## config.mk

```make
export PLATFORM = sky130hd
export DESIGN_NAME = ubg_top
export DESIGN_NICKNAME = d
export VERILOG_FILES = /design/src/ubg_pkg.sv /design/src/ubg_counter.sv /design/src/ubg_top.sv
export SDC_FILE = /design/constraint.sdc
export NUM_CORES = 1
export LEC_CHECK = 0
export BUFFER_PORTS_ARGS = -buffer_cell sky130_fd_sc_hd__buf_4
export CORE_UTILIZATION = 35
export CTS_CLUSTER_DIAMETER = 50
export CTS_CLUSTER_SIZE = 24
export DETAILED_ROUTE_END_ITERATION = 16
export SLEW_MARGIN = 20
export SYNTH_ARGS = -nofsm -noshare
export SYNTH_HDL_FRONTEND = slang
export SYNTH_SLANG_ARGS = --single-unit
```

## constraint.sdc

```tcl
create_clock -name clk -period 8.26 [get_ports clk]
set_clock_uncertainty 0.15 [all_clocks]
set_input_delay 0.413 -clock clk [delete_from_list [all_inputs] [get_ports clk]]
set_output_delay 0.413 -clock clk [all_outputs]
set_load 0.02 [all_outputs]
```

## src/ubg_pkg.sv

```systemverilog
// Package for the serial port baud rate generator: map, fields, types
package ubg_pkg;

   // ==========================================================
   // Register byte offsets
   localparam logic [7:0] OFF_DIVISOR = 8'h00; // Divisor value
   localparam logic [7:0] OFF_DIV_CLR = 8'h04; // Clear alias
   localparam logic [7:0] OFF_DIV_SET = 8'h08; // Set alias
   localparam logic [7:0] OFF_DIV_INV = 8'h0c; // Invert alias
   localparam logic [7:0] OFF_MODE = 8'h10; // Serial mode register
   localparam logic [7:0] OFF_IPC_A = 8'h14; // Port 1 priority
   localparam logic [7:0] OFF_IPC_B = 8'h18; // Port 2 priority
   localparam logic [7:0] OFF_STATUS = 8'h1c; // Generator state

   // ==========================================================
   // Field layouts
   localparam int DIV_W = 16; // Divisor width
   localparam int MODE_ON_BIT = 15; // Port enable
   localparam int MODE_HS_BIT = 3; // High-speed select
   localparam int MODE_PEN_LO = 8; // Pin enable select low bit
   localparam int IP_LO = 2; // Priority field low bit
   localparam int IS_LO = 0; // Subpriority field low bit
   localparam logic [1:0] PEN_BCLK = 2'h3; // Pin enable code for clock
   localparam logic [2:0] IP_OFF = 3'h0; // Priority code: disabled

   // ==========================================================
   // Reset values and timing
   localparam logic [15:0] DIV_RST = 16'h0000; // Divisor reset
   localparam logic [3:0] OVS_NORMAL = 4'hf; // 16 ticks per bit, minus 1
   localparam logic [3:0] OVS_FAST = 4'h3; // 4 ticks per bit, minus 1
   localparam logic [1:0] RESP_OKAY = 2'h0; // AXI okay
   localparam logic [1:0] RESP_SLVERR = 2'h2; // AXI slave error

   // ==========================================================
   // Carrier types
   typedef struct packed {
      logic on; // Port enabled
      logic hs; // High-speed select
      logic [1:0] pen; // Pin enable select
   } ubg_mode_type;

   typedef struct packed {
      logic [2:0] prio; // Priority code
      logic [1:0] sub; // Subpriority code
   } ubg_irq_type;

endpackage

```

## src/ubg_counter.sv

```systemverilog
// Free-running divisor counter and bit clock divider
`timescale 1ns/100ps
module ubg_counter (
   // Clock and reset
   input wire logic clk,
   input wire logic rst,
   // Control
   input wire logic [15:0] divisor,
   input wire logic restart,
   input wire logic enable,
   input wire logic hs,
   // Outputs
   output logic tick,
   output logic bit_tick,
   output logic ovs_clk
);
   import ubg_pkg::*;

   // ==========================================================
   // Counter state
   logic [15:0] cnt_r; // Divisor counter
   logic [15:0] cnt_nxt;
   logic [3:0] sub_r; // Tick divider
   logic [3:0] sub_nxt;
   logic ovs_r; // Tick-rate clock level, 16x or 4x bit rate
   logic [15:0] half_w; // Counts spent high per period
   logic ovs_nxt;
   logic tick_r; // Tick pulse
   logic tick_nxt;
   logic bit_r; // Bit pulse
   logic bit_nxt;

   // High for the first half of each divisor period, so the pin runs
   // at the tick rate: 16x the bit rate in normal mode, 4x in high
   // speed. At divisor zero it stays low: the bus clock can't be copied
   assign half_w = 16'((17'(divisor) + 17'h00001) >> 1);

   // Next-state: wrap at divisor, restart on new divisor
   always_comb begin
      cnt_nxt = cnt_r;
      sub_nxt = sub_r;
      tick_nxt = 1'b0;
      bit_nxt = 1'b0;
      if (restart || !enable) begin
         // Restarting avoids waiting out the old period
         cnt_nxt = '0;
         sub_nxt = '0;
      end else if (cnt_r == divisor) begin
         cnt_nxt = '0;
         tick_nxt = 1'b1;
         if (sub_r == (hs ? OVS_FAST : OVS_NORMAL)) begin
            sub_nxt = '0;
            bit_nxt = 1'b1;
         end else begin
            sub_nxt = sub_r + 4'h1;
         end
      end else begin
         cnt_nxt = cnt_r + 16'h0001;
      end
      // Clock level follows the counter position; low while disabled
      ovs_nxt = enable && (cnt_nxt < half_w);
   end

   // Register the counter state
   always_ff @(posedge clk or posedge rst) begin
      if (rst) begin
         cnt_r <= '0;
         sub_r <= '0;
         ovs_r <= 1'b0;
         tick_r <= 1'b0;
         bit_r <= 1'b0;
      end else begin
         cnt_r <= cnt_nxt;
         sub_r <= sub_nxt;
         ovs_r <= ovs_nxt;
         tick_r <= tick_nxt;
         bit_r <= bit_nxt;
      end
   end

   assign tick = tick_r;
   assign bit_tick = bit_r;
   assign ovs_clk = ovs_r;
endmodule

```

## src/ubg_top.sv

```systemverilog
// Baud rate generator top: AXI4-Lite registers, counter, clock pin
//
// Notes on behaviour
// - 3-bit priority per port, zero disables
// - 2-bit subpriority per port, levels 0-3
// - Free-running 16-bit counter, period from divisor
// - Normal mode: clock over 16 times divisor+1
// - High-speed mode: clock over 4 times divisor+1
// - Divisor write clears counter immediately
// - Enabled, pin select 11: output tick-rate clock, 16x normal, 4x high-speed
// - Sleep holds clock pin low
// - Pin select 11 with port enabled forces pin to output
// - Divisor 16 bits, resets zero, upper reserved
// - Clear, set, invert write-only aliases
`timescale 1ns/100ps
module ubg_top (
   // Clock and reset
   input wire logic clk,
   input wire logic rst,
   // AXI4-Lite write address
   input wire logic [7:0] s_axi_awaddr,
   input wire logic s_axi_awvalid,
   output logic s_axi_awready,
   // AXI4-Lite write data
   input wire logic [31:0] s_axi_wdata,
   input wire logic [3:0] s_axi_wstrb,
   input wire logic s_axi_wvalid,
   output logic s_axi_wready,
   // AXI4-Lite write response
   output logic [1:0] s_axi_bresp,
   output logic s_axi_bvalid,
   input wire logic s_axi_bready,
   // AXI4-Lite read address
   input wire logic [7:0] s_axi_araddr,
   input wire logic s_axi_arvalid,
   output logic s_axi_arready,
   // AXI4-Lite read data
   output logic [31:0] s_axi_rdata,
   output logic [1:0] s_axi_rresp,
   output logic s_axi_rvalid,
   input wire logic s_axi_rready,
   // Power state
   input wire logic sleep,
   // General-purpose port settings for the shared pin
   input wire logic port_direction_latch,
   input wire logic port_data_latch,
   // Shared clock pin
   output logic baud_clock_out,
   output logic baud_clock_out_oe,
   // Rate outputs for the serial engine
   output logic bit_tick,
   // Interrupt settings for the controller
   output ubg_pkg::ubg_irq_type port1_irq,
   output ubg_pkg::ubg_irq_type port2_irq,
   output logic port1_irq_enabled,
   output logic port2_irq_enabled
);
   import ubg_pkg::*;

   // ==========================================================
   // Registers
   logic [15:0] div_r; // Baud divisor
   logic [15:0] div_nxt;
   ubg_mode_type mode_r; // Serial mode register
   ubg_mode_type mode_nxt;
   ubg_irq_type ipa_r; // Port 1 priority
   ubg_irq_type ipa_nxt;
   ubg_irq_type ipb_r; // Port 2 priority
   ubg_irq_type ipb_nxt;
   logic restart_r; // Counter restart pulse
   logic restart_nxt;

   // ==========================================================
   // Bus handshake state
   logic aw_hold_r; // Write address captured
   logic aw_hold_nxt;
   logic [7:0] aw_addr_r; // Captured write address
   logic [7:0] aw_addr_nxt;
   logic w_hold_r; // Write data captured
   logic w_hold_nxt;
   logic [31:0] w_data_r; // Captured write data
   logic [31:0] w_data_nxt;
   logic [3:0] w_strb_r; // Captured strobes
   logic [3:0] w_strb_nxt;
   logic bvalid_r; // Write response pending
   logic bvalid_nxt;
   logic [1:0] bresp_r; // Write response code
   logic [1:0] bresp_nxt;
   logic rvalid_r; // Read data pending
   logic rvalid_nxt;
   logic [31:0] rdata_r; // Read data
   logic [31:0] rdata_nxt;
   logic [1:0] rresp_r; // Read response code
   logic [1:0] rresp_nxt;

   // ==========================================================
   // Pin input synchroniser: three stages, second and third agree
   logic [2:0] slp_sync_r; // Sleep synchroniser chain
   logic slp_r; // Filtered sleep level
   logic slp_nxt;

   // ==========================================================
   // Counter wires
   logic ovs_clk; // Tick-rate clock level, 16x or 4x bit rate
   logic bclk_mode; // Pin dedicated to clock
   logic do_write; // Write commits this cycle
   logic [15:0] wmask; // Byte-lane mask, low half
   logic [15:0] wval; // Lane-masked write value

   // Filtered sleep: a change counts once stages two and three agree
   always_comb begin
      slp_nxt = slp_r;
      if (slp_sync_r[1] == slp_sync_r[2]) begin
         slp_nxt = slp_sync_r[2];
      end
   end

   // Register the synchroniser
   always_ff @(posedge clk or posedge rst) begin
      if (rst) begin
         slp_sync_r <= 3'h0;
         slp_r <= 1'b0;
      end else begin
         slp_sync_r <= {slp_sync_r[1:0], sleep};
         slp_r <= slp_nxt;
      end
   end

   // Both halves of a write must be in hand before commit
   assign do_write = aw_hold_r && w_hold_r && !bvalid_r;
   assign wmask = {{8{w_strb_r[1]}}, {8{w_strb_r[0]}}};
   assign wval = w_data_r[15:0] & wmask;

   // Write channel: capture address and data in either order
   always_comb begin
      aw_hold_nxt = aw_hold_r;
      aw_addr_nxt = aw_addr_r;
      w_hold_nxt = w_hold_r;
      w_data_nxt = w_data_r;
      w_strb_nxt = w_strb_r;
      bvalid_nxt = bvalid_r;
      bresp_nxt = bresp_r;
      if (s_axi_awvalid && s_axi_awready) begin
         aw_hold_nxt = 1'b1;
         aw_addr_nxt = s_axi_awaddr;
      end
      if (s_axi_wvalid && s_axi_wready) begin
         w_hold_nxt = 1'b1;
         w_data_nxt = s_axi_wdata;
         w_strb_nxt = s_axi_wstrb;
      end
      if (do_write) begin
         aw_hold_nxt = 1'b0;
         w_hold_nxt = 1'b0;
         bvalid_nxt = 1'b1;
         unique case (aw_addr_r)
            OFF_DIVISOR, OFF_DIV_CLR, OFF_DIV_SET, OFF_DIV_INV,
            OFF_MODE, OFF_IPC_A, OFF_IPC_B: begin
               bresp_nxt = RESP_OKAY;
            end
            default: begin
               // Status and unmapped words refuse writes
               bresp_nxt = RESP_SLVERR;
            end
         endcase
      end else if (bvalid_r && s_axi_bready) begin
         bvalid_nxt = 1'b0;
      end
   end

   // Register map updates and the divisor alias operations
   always_comb begin
      div_nxt = div_r;
      mode_nxt = mode_r;
      ipa_nxt = ipa_r;
      ipb_nxt = ipb_r;
      restart_nxt = 1'b0;
      if (do_write) begin
         unique case (aw_addr_r)
            OFF_DIVISOR: begin
               // Upper reserved bits are dropped
               div_nxt = (div_r & ~wmask) | wval;
               restart_nxt = 1'b1;
            end
            OFF_DIV_CLR: begin
               div_nxt = div_r & ~wval;
               restart_nxt = 1'b1;
            end
            OFF_DIV_SET: begin
               div_nxt = div_r | wval;
               restart_nxt = 1'b1;
            end
            OFF_DIV_INV: begin
               div_nxt = div_r ^ wval;
               restart_nxt = 1'b1;
            end
            OFF_MODE: begin
               if (w_strb_r[1]) begin
                  mode_nxt.on = w_data_r[MODE_ON_BIT];
                  mode_nxt.pen = w_data_r[MODE_PEN_LO +: 2];
               end
               if (w_strb_r[0]) begin
                  mode_nxt.hs = w_data_r[MODE_HS_BIT];
               end
            end
            OFF_IPC_A: begin
               if (w_strb_r[0]) begin
                  ipa_nxt.prio = w_data_r[IP_LO +: 3];
                  ipa_nxt.sub = w_data_r[IS_LO +: 2];
               end
            end
            OFF_IPC_B: begin
               if (w_strb_r[0]) begin
                  ipb_nxt.prio = w_data_r[IP_LO +: 3];
                  ipb_nxt.sub = w_data_r[IS_LO +: 2];
               end
            end
            default: begin
               // Nothing stored for other words
               div_nxt = div_r;
            end
         endcase
      end
   end

   // Read channel: one read in flight, answer one cycle after address
   always_comb begin
      rvalid_nxt = rvalid_r;
      rdata_nxt = rdata_r;
      rresp_nxt = rresp_r;
      if (s_axi_arvalid && s_axi_arready) begin
         rvalid_nxt = 1'b1;
         rresp_nxt = RESP_OKAY;
         rdata_nxt = 32'h0000_0000;
         unique case (s_axi_araddr)
            OFF_DIVISOR: begin
               rdata_nxt[DIV_W-1:0] = div_r;
            end
            OFF_MODE: begin
               rdata_nxt[MODE_ON_BIT] = mode_r.on;
               rdata_nxt[MODE_PEN_LO +: 2] = mode_r.pen;
               rdata_nxt[MODE_HS_BIT] = mode_r.hs;
            end
            OFF_IPC_A: begin
               rdata_nxt[4:0] = ipa_r;
            end
            OFF_IPC_B: begin
               rdata_nxt[4:0] = ipb_r;
            end
            OFF_STATUS: begin
               // Live generator state for software
               rdata_nxt[2:0] = {slp_r, bclk_mode, ovs_clk};
            end
            OFF_DIV_CLR, OFF_DIV_SET, OFF_DIV_INV: begin
               // Write-only aliases read as zero
               rdata_nxt = 32'h0000_0000;
            end
            default: begin
               rresp_nxt = RESP_SLVERR;
            end
         endcase
      end else if (rvalid_r && s_axi_rready) begin
         rvalid_nxt = 1'b0;
      end
   end

   // Register all bus and map state
   always_ff @(posedge clk or posedge rst) begin
      if (rst) begin
         div_r <= DIV_RST;
         mode_r <= '0;
         ipa_r <= '0;
         ipb_r <= '0;
         restart_r <= 1'b0;
         aw_hold_r <= 1'b0;
         aw_addr_r <= 8'h00;
         w_hold_r <= 1'b0;
         w_data_r <= 32'h0000_0000;
         w_strb_r <= 4'h0;
         bvalid_r <= 1'b0;
         bresp_r <= RESP_OKAY;
         rvalid_r <= 1'b0;
         rdata_r <= 32'h0000_0000;
         rresp_r <= RESP_OKAY;
      end else begin
         div_r <= div_nxt;
         mode_r <= mode_nxt;
         ipa_r <= ipa_nxt;
         ipb_r <= ipb_nxt;
         restart_r <= restart_nxt;
         aw_hold_r <= aw_hold_nxt;
         aw_addr_r <= aw_addr_nxt;
         w_hold_r <= w_hold_nxt;
         w_data_r <= w_data_nxt;
         w_strb_r <= w_strb_nxt;
         bvalid_r <= bvalid_nxt;
         bresp_r <= bresp_nxt;
         rvalid_r <= rvalid_nxt;
         rdata_r <= rdata_nxt;
         rresp_r <= rresp_nxt;
      end
   end

   // Handshake outputs: ready while nothing is held
   assign s_axi_awready = !aw_hold_r;
   assign s_axi_wready = !w_hold_r;
   assign s_axi_arready = !rvalid_r;
   assign s_axi_bvalid = bvalid_r;
   assign s_axi_bresp = bresp_r;
   assign s_axi_rvalid = rvalid_r;
   assign s_axi_rdata = rdata_r;
   assign s_axi_rresp = rresp_r;

   // ==========================================================
   // Counter; disabling the port also resets it
   ubg_counter u_counter (
      .clk(clk),
      .rst(rst),
      .divisor(div_r),
      .restart(restart_r),
      .enable(mode_r.on),
      .hs(mode_r.hs),
      .tick(),
      .bit_tick(bit_tick),
      .ovs_clk(ovs_clk)
   );

   // ==========================================================
   // Pin mux: dedicated clock overrides the port latches
   assign bclk_mode = mode_r.on && (mode_r.pen == PEN_BCLK);

   always_comb begin
      if (bclk_mode) begin
         baud_clock_out_oe = 1'b1;
         // Held low in sleep rather than toggling
         baud_clock_out = ovs_clk && !slp_r;
      end else begin
         // Ordinary port pin: direction latch set means input
         baud_clock_out_oe = !port_direction_latch;
         baud_clock_out = port_data_latch;
      end
   end

   // ==========================================================
   // Interrupt settings; priority zero means disabled
   assign port1_irq = ipa_r;
   assign port2_irq = ipb_r;
   assign port1_irq_enabled = (ipa_r.prio != IP_OFF);
   assign port2_irq_enabled = (ipb_r.prio != IP_OFF);
endmodule

```

==> impl_metrics.json <==
{
  "synthTopCellsByArea": "dfrtp_1, ha_1, mux2_2, nand2_1, xnor2_1",
  "fmax_ghz": 0.2484,
  "clock_sinks": 105,
  "grt.total_usage_pct": 15.79,
  "r2r_cells": 11,
  "cp_cell_sequence": "xnor2_1 > nand4_1 > nor4_4 > or2_0 > nor2_1 > ha_1 > and4_1 > a21o_1 > a211oi_1 > o31ai_1 > nor3_1",
  "synthToLayoutAreaGrowth_pct": 17.91,
  "ys.flop_type": "dfrtp_1",
  "synth-seq-cells": 105,
  "setup_violations": 0,
  "reg2reg_setup_slack_ps": 4230,
  "drt_iter0_drc": 229,
  "cp.arrival_ps": 4140,
  "status": "complete, but fails checks",
  "worstSetupPathType": "flip-flop to flip-flop",
  "period_share_pct": 48.74,
  "yosysWarnings": 0,
  "syn_area_per_cell_um2": 10.23,
  "route.detailed.drc": 0,
  "worst-path-max-fanout": 16,
  "cp-start-kind": "flip-flop",
  "ys_seq_area_share_pct": 44.03,
  "vdd_drop_max_uv": 161.7,
  "num_antenna_cells": 0,
  "die-area_um2": 17570,
  "r2r-end": "u_counter.ovs_clk",
  "drtAntennaViolNets": 0,
  "numCtsBuffers": 9,
  "clk_pin_slew_ps": 70,
  "yosysTopAreaCell": "dfrtp_1",
  "rr_startpoint": "div_r[10]",
  "wl_per_cell_um": 15.20,
  "die_h_um": 132.6,
  "synthMuxAreaShare_pct": 10.07,
  "grt_pass1_vias": 4328,
  "synth_top_family_by_area": "simple AND/OR/NAND/NOR gates",
  "max_stage_delay_ps": 770,
  "synth_cells": 583,
  "synth_edf_count": 0,
  "maxCapViolCount": 0,
  "endpoint_kind": "flip-flop",
  "whs_ps": -6.788,
  "cts_tree": "built",
  "power_density_nw_per_um2": 297.1,
  "num-nets-final": 743,
  "num_io_pins": 118,
  "synth_fa_ha_area_share_pct": 7.297,
  "ys_types": 59,
  "tightest_slew_ps": 1104,
  "grt_pass1_wl_um": 21920,
  "yosysTopAreaCellShare_pct": 44.03,
  "critPathRequiredTime_ps": 8380,
  "synth-simple-area-share_pct": 15.27,
  "rows": 47,
  "leakage_nw": 3.149,
  "rsz0062_at_grt": "no",
  "synthArstFlopShare_pct": 100.0,
  "cts.path.max_buffers": 2,
  "violations": "negative hold slack",
  "startpoint": "div_r[10]",
  "clockRootBuffer": "clkbuf_16",
  "grt_max_degree": 55,
  "synth_compound_area_share_pct": 10.99,
  "layout-drive-gt1-share_pct": 22.85,
  "initial_core_util_pct": 35.85,
  "die_w_um": 132.6,
  "finalCriticalPeriod_ps": 4026,
  "synth_common_cells": "dfrtp_1, nand2_1, o21ai_0",
  "io_buffers": 81,
  "post_cts_resized": 0,
  "vias_per_cell": 5.037,
  "yosysMostFrequentCell": "dfrtp_1",
  "synth_xor_area_share_pct": 6.458,
  "synth.cell_area_um2": 5967,
  "gp_congestion": 0.8407,
  "cts_max_level": 3,
  "num_vias": 4392,
  "overflow": 0,
  "antenna_found_initial": 0,
  "hold_path.class": "input port to asynchronous set/reset pin",
  "hold_viol_final": 7,
  "clk_latency_ps": 360,
  "relSlewSlack_pct": 26.37,
  "dpl.hpwl_um": 9948,
  "setup_tns_ps": 0,
  "crit_slowest_cell": "or2_0",
  "dr.pass1.iters": 4,
  "core_um2": 16640,
  "drt-total-wl_um": 13250,
  "report.final.slew_viol_count": 0
}
## power breakdown
part	switching, mW	total, mW	internal, mW
Clock	0.198	0.496	0.298
Sequential	0.215	0.853	0.638
Combinational	0.368	0.741	0.374
## sequential cells by signal (all words and copies together), names as in the netlist
name and count:
u_counter.cnt_r 16, w_data_r 16, s_axi_bvalid 1, s_axi_rdata 16, slp_r 1, port2_irq 5, u_counter.bit_tick 1, div_r 16
slp_sync_r 3, w_strb_r 2, mode_r 4, w_hold_r 1, s_axi_bresp 1, s_axi_rvalid 1, u_counter.sub_r 4, restart_r 1
s_axi_rresp 1, u_counter.ovs_clk 1, port1_irq 5, aw_addr_r 8, aw_hold_r 1
## critical path, delay by kind of cell, from the launching register on
kind | cells | cell delay, ps
flip-flops | 1 | 490
AND/OR/NAND/NOR | 6 | 2180
adder cells (fa/ha/maj) | 1 | 370
AO/OA/AOI/OAI | 3 | 520
XOR/XNOR | 1 | 220
## placed cells by master, fill, tap and decap left out, types with 16 or more instances in the layout
master	n
nor2_1	28
dfrtp_1	105
buf_4	84
o21ai_0	38
ha_1	34
xnor2_1	30
conb_1	18
a22o_1	16
mux2_2	36
nand2_1	76
inv_1	19
## metrics by stage
| step | util (%) | area (um2) | cells | setup slack, ps | power, mW |
|---|---|---|---|---|---|
| after floorplan | - | 6031 | 600 | 4936 | 1.393 |
| after global placement | 40.15 | 6681 | 855 | 4289 | 1.572 |
| after detailed placement | 40.15 | 6681 | 855 | 4212 | 1.614 |
| after CTS | 42.21 | 7025 | 871 | 4198 | 2.115 |
| after global routing | 42.28 | 7036 | 872 | 3914 | 2.235 |
| final | 42.28 | 7036 | 872 | 4234 | 2.090 |
## worst max path at each step
stage                   endpoint  slack (ps)
2_1_floorplan       aw_addr_r[0]        4940
3_3_place_gp   u_counter.ovs_clk        4290
3_5_place_dp   u_counter.ovs_clk        4210
4_1_cts        u_counter.ovs_clk        4200
5_1_grt        u_counter.ovs_clk        3910
6_report       u_counter.ovs_clk        4230
## routing by layer
| metal | wire length, um | up-vias | track usage, % | part of all wire [%] |
|---|---|---|---|---|
| met5 | 0 | - | 0 | 0 |
| met2 | 6674 | 96 | 27.22 | 50 |
| met4 | 242 | 0 | 6.577 | 1.8 |
| li1 | - | 2144 | - | - |
| met1 | 5872 | 2134 | 19.47 | 44 |
| met3 | 462 | 18 | 2.720 | 3.5 |
## cell families (layout without fill, tap and decap cells)
| kind of cell | after synthesis | in the layout |
|---|---|---|
| and+or+nand+nor | 178 | 178 |
| DFF | 105 | 105 |
| AOI/OAI and AO/OA | 98 | 98 |
| buffers and inverters | 69 | 121 |
| muxes | 53 | 53 |
| xor gates and xnor gates | 44 | 44 |
| adders and majority gates | 35 | 35 |
| other | 1 | 18 |
## layout make-up
type,instances,area [um2]
Clock buffer,10,229.0
Clock inverter,6,115.1
Fill cell,1593,9607
Inverter,20,77.57
Multi-Input combinational cell,426,3070
Sequential cell,105,2628
Tap cell,220,275.3
Timing Repair Buffer,85,640.6
## repair_timing
item	4_1_cts	5_1_grt
hold buffers	0	1
buffers inserted	0	0
endpoints found under the hold margin	0	1
setup endpoints to repair	0	0
(Power assumes the default switching activity.)
